`src/core/ftid_defs.vh`:
```
// Constants for the fourteen-bit instruction decoder.
`ifndef FTID_DEFS_VH
`define FTID_DEFS_VH
`define FTID_IW          14
`define FTID_CLS_HI      13
`define FTID_CLS_LO      12
`define FTID_CLS_BYTE    2'h0
`define FTID_CLS_BIT     2'h1
`define FTID_CLS_JUMP    2'h2
`define FTID_CLS_LIT     2'h3
`define FTID_DEST_BIT    7
`define FTID_FILE_HI     6
`define FTID_BSEL_HI     9
`define FTID_BSEL_LO     7
`define FTID_BOP_HI      11
`define FTID_BOP_LO      10
`define FTID_BYOP_HI     11
`define FTID_BYOP_LO     8
`define FTID_K8_HI       7
`define FTID_K11_HI      10
`define FTID_GOTO_BIT    11
`define FTID_BOP_BTFSC   2'h2
`define FTID_BOP_BTFSS   2'h3
`define FTID_BY_DECFSZ   4'hB
`define FTID_BY_INCFSZ   4'hF
`define FTID_BY_MOVWF    4'h0
`define FTID_BY_CLR      4'h1
`define FTID_LIT_RET_HI  11
`define FTID_LIT_RET_LO  10
`define FTID_LIT_RETLW   2'h1
`define FTID_CTL_RETURN  8'h08
`define FTID_CTL_RETFIE  8'h09
`define FTID_CTL_OPTION  8'h62
`define FTID_CTL_TRISTATE_LOAD_INSTRUCTION_LO 8'h65
`define FTID_CTL_TRISTATE_LOAD_INSTRUCTION_HI 8'h67
`define FTID_TIMER_ZERO_REGISTER_ADDR   7'h01
`define FTID_PHASES      4
`define FTID_PH_W        2
`endif

```
`src/core/ftid_phase_gen.v`:
```
// Four-phase instruction cycle generator, one oscillator period per phase.
`timescale 1ns/1ps
`include "ftid_defs.vh"
module ftid_phase_gen #(
	parameter PHASES = `FTID_PHASES
) (
	clock,
	rst_n,
	phase_onehot
);
	input  wire               clock;
	input  wire               rst_n;
	output reg  [PHASES-1:0]  phase_onehot;

	// A rotating one-hot ring; phase 1 follows reset.
	always @(posedge clock or negedge rst_n) begin // see [RQ10]
		if (!rst_n) begin
			phase_onehot <= {{(PHASES-1){1'b0}}, 1'b1};
		end else begin
			phase_onehot <= {phase_onehot[PHASES-2:0], phase_onehot[PHASES-1]};
		end
	end
endmodule

```
`src/core/ftid_decoder.v`:
```
// Fourteen-bit instruction decoder with four-phase cycle timing.
// Notes on behaviour
// [RQ1] Each instruction is one 14-bit word: opcode part plus operand fields.
// [RQ2] Every word is sorted into byte, bit, or literal and control class.
// [RQ3] Byte operation with destination bit zero writes the accumulator only.
// [RQ4] Byte operation with destination bit one writes the addressed file register.
// [RQ5] File address is seven bits, 0x00 to 0x7F, used as source and destination.
// [RQ6] Bit number selects one bit of the eight-bit addressed file register.
// [RQ7] Literal is eight bits for data, eleven bits for jump and call targets.
// [RQ8] An instruction takes one cycle unless a test is true or counter changes.
// [RQ9] Then it takes two cycles; the second is a no-operation flushing prefetch.
// [RQ10] One instruction cycle is four oscillator periods in four phases.
// [RQ11] Don't-care opcode bits are ignored; software should fill them with zero.
// [RQ12] Software should avoid option-load and tristate-load; they still execute.
// [RQ13] Port self-modification reads pin values, not output latches.
// [RQ14] Timer-zero write-back clears the prescaler when it is assigned there.
// [RQ15] Byte format: destination in bit 7, file address in bits 6 to 0.
`timescale 1ns/1ps
`include "ftid_defs.vh"
module ftid_decoder #(
	parameter IW = `FTID_IW
) (
	clock,
	rst_n,
	instr_word,
	instr_valid,
	skip_cond_true,
	file_is_port,
	prescaler_to_timer,
	phase_out,
	cycle_start,
	instr_class,
	file_addr,
	bit_sel,
	literal8,
	literal11,
	dest_accum,
	dest_file,
	byte_op,
	bit_op,
	use_pin_source,
	prescaler_clear,
	pc_change,
	second_cycle_nop,
	tristate_load_instruction,
	option_load,
	fetch_strobe
);
	input  wire          clock;
	input  wire          rst_n;
	input  wire [IW-1:0] instr_word;
	input  wire          instr_valid;
	input  wire          skip_cond_true;
	input  wire          file_is_port;
	input  wire          prescaler_to_timer;
	output reg  [3:0]    phase_out;
	output reg           cycle_start;
	output reg  [1:0]    instr_class;
	output reg  [6:0]    file_addr;
	output reg  [2:0]    bit_sel;
	output reg  [7:0]    literal8;
	output reg  [10:0]   literal11;
	output reg           dest_accum;
	output reg           dest_file;
	output reg  [3:0]    byte_op;
	output reg  [1:0]    bit_op;
	output reg           use_pin_source;
	output reg           prescaler_clear;
	output reg           pc_change;
	output reg           second_cycle_nop;
	output reg           tristate_load_instruction;
	output reg           option_load;
	output reg           fetch_strobe;

	localparam ST_EXEC = 2'b01;
	localparam ST_FLSH = 2'b10;

	wire [`FTID_PHASES-1:0] phase;
	reg  [1:0]              state_reg;
	reg  [1:0]              state_next;
	reg  [IW-1:0]           latched_reg;

	// Class from the two top bits; the remaining bits hold the operation and operand fields.
	function [1:0] class_of;
		input [IW-1:0] w;
		begin
			class_of = w[`FTID_CLS_HI:`FTID_CLS_LO]; // see [RQ1] see [RQ2]
		end
	endfunction

	// True for words whose operation alters the program counter on its own.
	function changes_pc;
		input [IW-1:0] w;
		begin
			case (class_of(w))
				`FTID_CLS_JUMP: changes_pc = 1'b1;
				`FTID_CLS_LIT: changes_pc =
					(w[`FTID_LIT_RET_HI:`FTID_LIT_RET_LO] == `FTID_LIT_RETLW);
				`FTID_CLS_BYTE: changes_pc =
					(w[`FTID_BYOP_HI:`FTID_K8_HI+1] == 4'h0) &&
					((w[`FTID_K8_HI:0] == `FTID_CTL_RETURN) ||
					 (w[`FTID_K8_HI:0] == `FTID_CTL_RETFIE));
				default: changes_pc = 1'b0;
			endcase
		end
	endfunction

	// True for conditional-skip words.
	function is_skip;
		input [IW-1:0] w;
		begin
			if (class_of(w) == `FTID_CLS_BIT) begin
				is_skip = w[`FTID_BOP_HI];
			end else if (class_of(w) == `FTID_CLS_BYTE) begin
				is_skip = (w[`FTID_BYOP_HI:`FTID_BYOP_LO] == `FTID_BY_DECFSZ) ||
					(w[`FTID_BYOP_HI:`FTID_BYOP_LO] == `FTID_BY_INCFSZ);
			end else begin
				is_skip = 1'b0;
			end
		end
	endfunction

	// True for byte words that write a result (any destination-select form).
	function byte_writes;
		input [IW-1:0] w;
		begin
			byte_writes = (w[`FTID_BYOP_HI:`FTID_BYOP_LO] != `FTID_BY_MOVWF) ||
				w[`FTID_DEST_BIT];
		end
	endfunction

	ftid_phase_gen #(
		.PHASES(`FTID_PHASES)
	) u_phase (
		.clock        (clock),
		.rst_n        (rst_n),
		.phase_onehot (phase)
	);

	// Word is latched in the last phase and decoded from the first phase on.
	always @(posedge clock or negedge rst_n) begin
		if (!rst_n) begin
			latched_reg <= {IW{1'b0}};
		end else if (phase[`FTID_PHASES-1] && instr_valid) begin
			latched_reg <= instr_word;
		end else if (phase[`FTID_PHASES-1]) begin
			latched_reg <= {IW{1'b0}};
		end
	end

	// The skip condition is sampled at the last phase, one phase after the write phase.
	always @* begin
		state_next = state_reg;
		case (state_reg)
			ST_EXEC: begin
				if (phase[`FTID_PHASES-1] &&
					(changes_pc(latched_reg) || (is_skip(latched_reg) && skip_cond_true))) begin
					state_next = ST_FLSH; // see [RQ9]
				end
			end
			ST_FLSH: begin
				if (phase[`FTID_PHASES-1]) begin
					state_next = ST_EXEC; // see [RQ8]
				end
			end
			default: state_next = ST_EXEC;
		endcase
	end

	always @(posedge clock or negedge rst_n) begin
		if (!rst_n) begin
			state_reg <= ST_EXEC;
		end else begin
			state_reg <= state_next;
		end
	end

	// Decoded fields are registered once per cycle at phase one; the prescaler clear is set at the write phase.
	// Reserved words in the control space simply decode to no action.
	always @(posedge clock or negedge rst_n) begin
		if (!rst_n) begin
			phase_out                 <= 4'h1;
			cycle_start               <= 1'b0;
			fetch_strobe              <= 1'b0;
			instr_class               <= `FTID_CLS_BYTE;
			file_addr                 <= 7'h00;
			bit_sel                   <= 3'h0;
			literal8                  <= 8'h00;
			literal11                 <= 11'h000;
			dest_accum                <= 1'b0;
			dest_file                 <= 1'b0;
			byte_op                   <= 4'h0;
			bit_op                    <= 2'h0;
			use_pin_source            <= 1'b0;
			prescaler_clear           <= 1'b0;
			pc_change                 <= 1'b0;
			second_cycle_nop          <= 1'b0;
			tristate_load_instruction <= 1'b0;
			option_load               <= 1'b0;
		end else begin
			phase_out    <= {phase[`FTID_PHASES-2:0], phase[`FTID_PHASES-1]}; // see [RQ10]
			cycle_start  <= phase[`FTID_PHASES-1];
			fetch_strobe <= phase[`FTID_PHASES-1] && (state_next == ST_EXEC);
			prescaler_clear <= 1'b0;
			// Raised with the cleared destinations so a flush never shows stale writes.
			if (phase[0]) begin
				second_cycle_nop <= (state_reg == ST_FLSH); // see [RQ9]
			end
			if (phase[0] && state_reg == ST_EXEC) begin
				instr_class <= class_of(latched_reg); // see [RQ2]
				file_addr   <= latched_reg[`FTID_FILE_HI:0]; // see [RQ5] see [RQ15]
				bit_sel     <= latched_reg[`FTID_BSEL_HI:`FTID_BSEL_LO]; // see [RQ6]
				literal8    <= latched_reg[`FTID_K8_HI:0]; // see [RQ7]
				literal11   <= latched_reg[`FTID_K11_HI:0]; // see [RQ7]
				byte_op     <= latched_reg[`FTID_BYOP_HI:`FTID_BYOP_LO];
				bit_op      <= latched_reg[`FTID_BOP_HI:`FTID_BOP_LO];
				pc_change   <= changes_pc(latched_reg); // see [RQ8]
				// Bits 11 to 8 must be zero and the whole low byte must match exactly.
				option_load <= (class_of(latched_reg) == `FTID_CLS_BYTE) &&
					(latched_reg[`FTID_BYOP_HI:`FTID_K8_HI+1] == 4'h0) &&
					(latched_reg[`FTID_K8_HI:0] == `FTID_CTL_OPTION); // see [RQ11] see [RQ12]
				tristate_load_instruction <= (class_of(latched_reg) == `FTID_CLS_BYTE) &&
					(latched_reg[`FTID_BYOP_HI:`FTID_K8_HI+1] == 4'h0) &&
					(latched_reg[`FTID_K8_HI:0] >= `FTID_CTL_TRISTATE_LOAD_INSTRUCTION_LO) &&
					(latched_reg[`FTID_K8_HI:0] <= `FTID_CTL_TRISTATE_LOAD_INSTRUCTION_HI); // see [RQ12]
				if (class_of(latched_reg) == `FTID_CLS_BYTE && byte_writes(latched_reg)) begin
					dest_accum <= ~latched_reg[`FTID_DEST_BIT]; // see [RQ3]
					dest_file  <= latched_reg[`FTID_DEST_BIT]; // see [RQ4] see [RQ15]
					use_pin_source <= file_is_port; // see [RQ13]
				end else if (class_of(latched_reg) == `FTID_CLS_BIT) begin
					dest_accum <= 1'b0;
					dest_file  <= ~latched_reg[`FTID_BOP_HI]; // see [RQ6]
					use_pin_source <= file_is_port && ~latched_reg[`FTID_BOP_HI]; // see [RQ13]
				end else begin
					dest_accum <= (class_of(latched_reg) == `FTID_CLS_LIT);
					dest_file  <= 1'b0;
					use_pin_source <= 1'b0;
				end
			end else if (phase[0]) begin
				// Flush cycle: the prefetched word is discarded as a no-operation.
				dest_accum     <= 1'b0; // see [RQ9]
				dest_file      <= 1'b0;
				use_pin_source <= 1'b0;
				pc_change      <= 1'b0;
				option_load    <= 1'b0;
				tristate_load_instruction <= 1'b0;
			end
			// The clear fires at the write phase so the prescaler and timer agree.
			if (phase[`FTID_PH_W] && dest_file && prescaler_to_timer &&
				file_addr == `FTID_TIMER_ZERO_REGISTER_ADDR) begin
				prescaler_clear <= 1'b1; // see [RQ14]
			end
		end
	end
endmodule

```
`config.mk`:
```
export PLATFORM = sky130hd
export DESIGN_NAME = ftid_decoder
export DESIGN_NICKNAME = d
export VERILOG_FILES = /design/src/core/ftid_phase_gen.v /design/src/core/ftid_decoder.v
export VERILOG_INCLUDE_DIRS = /design/src /design/src/core
export SDC_FILE = /design/constraint.sdc
export NUM_CORES = 1
export LEC_CHECK = 0
export BUFFER_PORTS_ARGS = -buffer_cell sky130_fd_sc_hd__buf_4
export CAP_MARGIN = 20
export CORE_MARGIN = 4
export CORE_UTILIZATION = 40
export DETAILED_ROUTE_END_ITERATION = 12
export GPL_TIMING_DRIVEN = 1
export PLACE_DENSITY = 0.67
export SETUP_SLACK_MARGIN = 0.3
export SLEW_MARGIN = 20
export SYNTH_ARGS = -nofsm -noshare
export SYNTH_HDL_FRONTEND = slang
export SYNTH_SLANG_ARGS = --single-unit
```
`constraint.sdc`:
```
create_clock -name clock -period 3.1 [get_ports clock]
set_input_delay 0.465 -clock clock [delete_from_list [all_inputs] [get_ports clock]]
set_output_delay 0.465 -clock clock [all_outputs]
set_load 0.03 [all_outputs]
```
==> qor.csv, run 1 <==
metric,value,unit
Fillers,446,
post_cts resized,0,
HPWL Detailed,3010,µm
Synth Cell Area,1990,µm²
DR pass1 iterations,4,
#FFs+latches synth,44,
final slew viol count,0,
sequential share of power,47.7,%
most frequent cells in the layout,"70 x buf_4, 42 x dfrtp_1, 14 x mux2_2",
Longest Clk Path Bufs,2,
CP max FO,19,
Core Region,4790,µm²
CTS tree,yes,
post-route ant nets,0,
max FFs per register,14,
initial antenna violation count,0,
DIE AREA,6170,µm²
worst-margin pin slew,0.859,ns
slowest CP cell,dfstp_2,
IO buf count,70,
CP Data Arrival Time,2.10,ns
final hold vios,0,
Sw Ratio,17.5,%
# rows,25,
number of global-route vias before repair,1395,
unrepaired setup endpoints after global routing,false,
wire per inst,15.3,µm
final core occ,53.4,%
placer congestion estimate,0.779,
# clock sinks,44,
Post-CTS Setup Inserts,0,
Clock transition at path regs,0.08,ns
Async SR Flop Fraction,100,%
Net Switching,0.210,mW
Clk network pwr share,49.8,%
syn_nets,187,
Hold Buf Count CTS,0,
RR Startpoint,state_reg[0]$_DFF_PN1_,
Area Growth Syn to Fin,28.4,%
grt total ovfl,0,
"reg-to-reg slack, setup",1.18,ns
Routed Wire Length,4290,µm
P per Cell Area,470,nW/µm²
part of the power in combinational logic,2.5,%
htree depth,2,
overall power,1.20,mW
worst r2r path cells,3,
layout cells sized above 1,47.4,%
relative slew slack,42.7,%
Final Critical Period,1.92,ns
largest net degree at the start of global routing,45,
fin cells,280,
Max stage delay on crit path,0.56,ns
Worst R2R End,byte_op[2]$_DFFE_PN0P_,
Inst Count DP,272,
DR vias/cell,5.09,
Root Driver,clkbuf_8,
outcome,"finished, final reports clean",
Critical Path Sink Type,flip-flop,
synthesized netlist cell count,165,
Fmax,0.522,GHz
sequential fraction of the synthesis area,55.5,%
Pleak,1.30,nW
"commonest non-fill, non-tap cell in the layout",buf_4,
CP cell instances,ha_1 > nand2_1 > mux2_2,
Final Cycle Share,61.9,%
"Avg Cell Area, Syn",12.1,µm²
Crit Path Class,reg -> reg,
setup TNS,0,ns
Tot GR Track Use,14.7,%
Max Cap Viol,0,
# diodes,0,
Initial Util,41.6,%
kind of cell adding the most delay to the critical path,flip-flops,
Worst Skew,0.0102,ns
synth warn,0,
IO Pins,71,
area taken by multi-input logic gates,642,µm²
Buffers & Inverters on Critical Path,0,
final net count,234,
Min Hold Slack,0.151,ns
1st-iter DRT viols,79,
number of synthesized flops with an enable pin,0,
clock buffer count from CTS,5,
Die Height,78.5,µm
first-pass GRT wire length,7070,µm
Die X,78.5,µm
Post-synth top flop,dfrtp_1,
Netlist cell types,37,
latest clock arrival within the worst-skew pair,0.30,ns
Pint,0.992,mW
sequential cell area,1100,µm²
Max IR drop VDD,0.420,mV
"Req. time, crit path",3.28,ns
endpoints failing setup,0,
Setup crit start kind,flip-flop,
Via Count,1424,
Remaining DRCs,0,
worst min-delay path class,in -> async,
-- worst max path at each step --
| stage | start | to | depth (start not counted) |
|---|---|---|---|
| after floorplan | phase_out[0]$_DFF_PN1_ | byte_op[2]$_DFFE_PN0P_ | 4 |
| after global placement | state_reg[0]$_DFF_PN1_ | file_addr[2]$_DFFE_PN0P_ | 3 |
| after detailed placement | state_reg[0]$_DFF_PN1_ | file_addr[5]$_DFFE_PN0P_ | 3 |
| after CTS | state_reg[0]$_DFF_PN1_ | byte_op[2]$_DFFE_PN0P_ | 3 |
| after global routing | state_reg[0]$_DFF_PN1_ | use_pin_source$_DFFE_PN0P_ | 5 |
| final | state_reg[0]$_DFF_PN1_ | byte_op[2]$_DFFE_PN0P_ | 3 |
-- synthesized netlist by cell type (2+ instances only) --
library cell | number | area, µm²
dfstp_2 | 2 | 52.6
nor4_1 | 2 | 12.5
nor3_1 | 3 | 15.0
clkbuf_1 | 6 | 22.5
buf_4 | 24 | 180
inv_1 | 11 | 41.3
o32ai_1 | 2 | 17.5
a21oi_1 | 5 | 25.0
nor2_1 | 4 | 15.0
mux2_2 | 14 | 158
o22ai_1 | 3 | 18.8
or4_4 | 2 | 22.5
nand2_1 | 5 | 18.8
nand3_1 | 3 | 15.0
ha_1 | 2 | 25.0
o21ai_0 | 4 | 20.0
a22o_1 | 12 | 105
dfrtp_1 | 42 | 1050
-- per-stage QoR --
stage | instance area (µm²) | worst slack [ns]
after floorplan | 1990 | 1.31
after global placement | 2400 | 1.25
after detailed placement | 2400 | 1.17
after CTS | 2550 | 1.15
after global routing | 2550 | 0.963
final | 2550 | 1.18
-- power by group through the flow --
stage / Sequential (mW) / Clock (mW) / Combinational, mW
detailed placement: 0.585 / 0 / 0.0310
global route: 0.574 / 0.629 / 0.0335
CTS: 0.573 / 0.609 / 0.0312
floorplan: 0.585 / 0 / 0.000521
finish: 0.574 / 0.599 / 0.0297
global placement: 0.585 / 0 / 0.0312
-- worst reg2reg max path: cells and delay by family (launching register included) --
kind / cells / cell delay, ns
multiplexers: 1 / 0.47
flip-flops: 1 / 0.56
AND/OR/NAND/NOR: 1 / 0.50
adder cells (fa/ha/maj): 1 / 0.27
-- area by class of cell --
class,instances,share of cell area (%)
clock inverter,3,3.53
inverter,11,1.62
sequential,44,43.2
clock buffer,5,2.69
tap,67,3.28
multi-input combinational,80,25.1
timing repair buffer,70,20.6
-- metal layers --
layer  wire length, µm  vias up  part of all wire, %  global-route usage, %
met4                51        0                  1.2                   4.20
met2              1960       55                   46                   21.4
met1              1940      697                   45                   20.2
met5                 0        -                    0                      0
li1                  -      665                    -                      -
met3               335        7                  7.8                   5.73
-- kinds of logic after synthesis --
| logic type | share of synthesized area (%) |
|---|---|
| compound gates | 12.8 |
| fa+ha+maj | 1.76 |
| buf+inv | 12.3 |
| flops | 55.5 |
| mux | 8.43 |
| simple gates | 9.25 |
Note: power is estimated with default switching activity, not from simulation.
==> inputs of run 2 (changes only) <==
ABC_AREA = 1   (was default)
clock period = 1.8 ns   (was 3.1 ns; I/O delays follow)
==> qor.csv, run 2 <==
metric,value,unit,change
Pleak,1.35,nW,+3.9%
Async SR Flop Fraction,100,%,unchanged
Min Hold Slack,0.207,ns,+0.0565 ns
Post-synth top flop,dfrtp_1,,
placer congestion estimate,0.772,,-0.81%
slowest CP cell,dfstp_2,,
final hold vios,0,,unchanged
HPWL Detailed,3180,µm,+5.8%
"Avg Cell Area, Syn",9.31,µm²,-23%
# diodes,0,,unchanged
Setup crit start kind,flip-flop,,
Final Critical Period,1.39,ns,-0.523 ns
length of routed met3 wiring,322,µm,-3.9%
endpoints failing setup,0,,unchanged
worst-margin pin slew,0.552,ns,-0.307 ns
Fmax,0.717,GHz,+37%
"Req. time, crit path",2.03,ns,-1.25 ns
Via Count,1573,,+10%
relative slew slack,63.2,%,+21 points
Core Region,4790,µm²,unchanged
clock buffer count from CTS,5,,unchanged
top layer reached by signal wires,met4,,
final net count,287,,+23%
fin cells,333,,+19%
overall power,2.07,mW,+73%
met2 wire len,2000,µm,+2.2%
latest clock arrival within the worst-skew pair,0.30,ns,about the same
first-pass GRT wire length,7290,µm,+3.0%
setup ws final,0.405,ns,-0.777 ns
most frequent CP cell,inv_1,,
Final Cycle Share,77.5,%,+16 points
M1 wire length,1980,µm,+1.7%
kind of cell adding the most delay to the critical path,flip-flops,,
Die X,78.6,µm,about the same
Post-CTS Setup Inserts,0,,unchanged
# clock sinks,44,,unchanged
most frequent cells in the layout,"72 x buf_4, 42 x dfrtp_1, 31 x nand2_1, 31 x o21ai_0, 25 x inv_1",,
most instantiated cells after synthesis,"42 x dfrtp_1, 32 x o21ai_0, 31 x nand2_1",,
unrepaired setup endpoints after global routing,false,,
Longest Clk Path Bufs,2,,unchanged
Critical Path Sink Type,flip-flop,,
CP cell instances,inv_1 > ha_1 > inv_1 > nor3_1 > o21ai_1 > inv_1 > nand2_2 > nand2_1 > nor2_1,,
synth warn,0,,unchanged
max FFs per register,14,,unchanged
1st-iter DRT viols,91,,+15%
number of global-route vias before repair,1539,,+10%
Remaining DRCs,0,,unchanged
final slew viol count,0,,unchanged
initial antenna violation count,0,,unchanged
Place WS,0.319,ns,-0.848 ns
ranking of synthesized cells by area,"dfrtp_1 53%, buf_4 8.7%, o21ai_0 8.0%, nand2_1 5.8%, inv_1 4.9%",,
#FFs+latches synth,44,,unchanged
Max IR drop VDD,0.424,mV,+1.1%
IO buf count,70,,unchanged
htree depth,2,,unchanged
worst min-delay path class,in -> reg,,
P per Cell Area,802,nW/µm²,+70%
grt total ovfl,0,,unchanged
Die Height,78.6,µm,about the same
post-route ant nets,0,,unchanged
Hold Crit Depth,3,,
Area Growth Syn to Fin,29.9,%,
Buffers & Inverters on Critical Path,3,,+3
number of synthesized flops with an enable pin,0,,unchanged
DR pass1 iterations,4,,unchanged
Synth area leader,dfrtp_1,,
Max Cap Viol,0,,unchanged
synthesized netlist cell count,214,,+30%
"commonest non-fill, non-tap cell in the layout",buf_4,,
Crit Path Class,reg -> reg,,
IO Pins,71,,unchanged
Clock transition at path regs,0.08,ns,about the same
Worst Skew,0.00664,ns,-0.00356 ns
final core occ,54.1,%,+0.68 points
CTS tree,yes,,
top cell type's share of synthesized area,52.8,%,-0.066 points
DIE AREA,6170,µm²,+0.10%
setup TNS,0,ns,unchanged
wire per inst,13.0,µm,-15%
Initial Util,41.6,%,+0.052 points
Inst Count DP,324,,+19%
Placement Cell Area,2410,µm²,+0.63%
sequential fraction of the synthesis area,55.4,%,-0.070 points
DR vias/cell,4.72,,-7.1%
CP max FO,4,,-15
# rows,25,,unchanged
syn_nets,236,,+26%
CP Data Arrival Time,1.62,ns,-0.48 ns
Synth Cell Area,1990,µm²,+0.13%
critical path depth in cells,9,,+6
Root Driver,clkbuf_8,,
largest net degree at the start of global routing,45,,unchanged
Routed Wire Length,4340,µm,+1.2%
top-count cell post-synth,dfrtp_1,,
Tot GR Track Use,14.9,%,+0.18 points
layout cells sized above 1,35.7,%,-12 points
Netlist cell types,26,,-30%
Max stage delay on crit path,0.56,ns,about the same
Post-Layout Inst Area,2590,µm²,+1.3%
outcome,"finished, final reports clean",,
worst r2r path cells,9,,+6
[run 2: cell count changes after synthesis, moves of 3 or more]
cell      delta
inv_1       +15
nand3_1     +16
clkbuf_1     -3
nand2_2      +6
o22ai_1      -3
mux2_2      -14
nand2_1     +26
o21ai_0     +28
a21oi_1      -3
a22o_1      -12
nor2_1       +3
[run 2: area by class of cell]
type                            count  area (µm²)
Tap cell                           67        83.8
Sequential cell                    44        1100
Clock inverter                      3        90.1
Timing Repair Buffer               73         551
Inverter                           27         101
Multi-Input combinational cell    114         589
Clock buffer                        5        68.8
Fill cell                         454        2200
[run 2: timing repair]
item,CTS,global route
endpoints found under the hold margin,42,0
gates resized for setup,1,3
hold buffers,1,0
endpoints found under the setup margin,1,12
[run 2: final timing paths]
check                                       start  slack [ns]                    endpoint
hold / removal                       file_is_port        0.21  use_pin_source$_DFFE_PN0P_
min in group asynchronous                   rst_n        0.50  latched_reg[4]$_DFFE_PN0P_
setup reg to reg           state_reg[0]$_DFF_PN1_        0.41      fetch_strobe$_DFF_PN0_
hold reg to reg            phase_out[1]$_DFF_PN0_        0.38      phase_out[2]$_DFF_PN0_
setup / recovery           state_reg[0]$_DFF_PN1_        0.41      fetch_strobe$_DFF_PN0_
max in group asynchronous                   rst_n        0.90      state_reg[0]$_DFF_PN1_
[run 2: report_power, final]
| part | leakage, nW | internal (mW) | switching, mW | total (mW) |
|---|---|---|---|---|
| logic | 0.744 | 0.0274 | 0.0304 | 0.0578 |
| registers | 0.529 | 0.988 | 0 | 0.988 |
| clock network | 0.0784 | 0.694 | 0.336 | 1.03 |
| total | 1.35 | 1.71 | 0.366 | 2.07 |
[run 2: worst register-to-register path, delay by kind of cell, from the launching register on]
| kind | cells | cell delay, ns |
|---|---|---|
| AO/OA/AOI/OAI | 1 | 0.14 |
| adder cells (fa/ha/maj) | 1 | 0.20 |
| AND/OR/NAND/NOR | 4 | 0.26 |
| buffers and inverters | 3 | 0.18 |
| flip-flops | 1 | 0.56 |
[run 2: routing by layer]
metal  track usage [%]  vias up
li1                  -      772
met2              23.7       48
met3              5.28        4
met5                 0        -
met4              3.67        0
met1              19.3      749
[run 2: logic make-up (layout without fill, tap and decap cells)]
group	after synthesis	count (layout)	synth area share, %
buf+inv	56	108	15.4
simple gates	72	72	17.0
compound gates	40	40	10.9
fa+ha+maj	2	2	1.26
flops	44	44	55.4
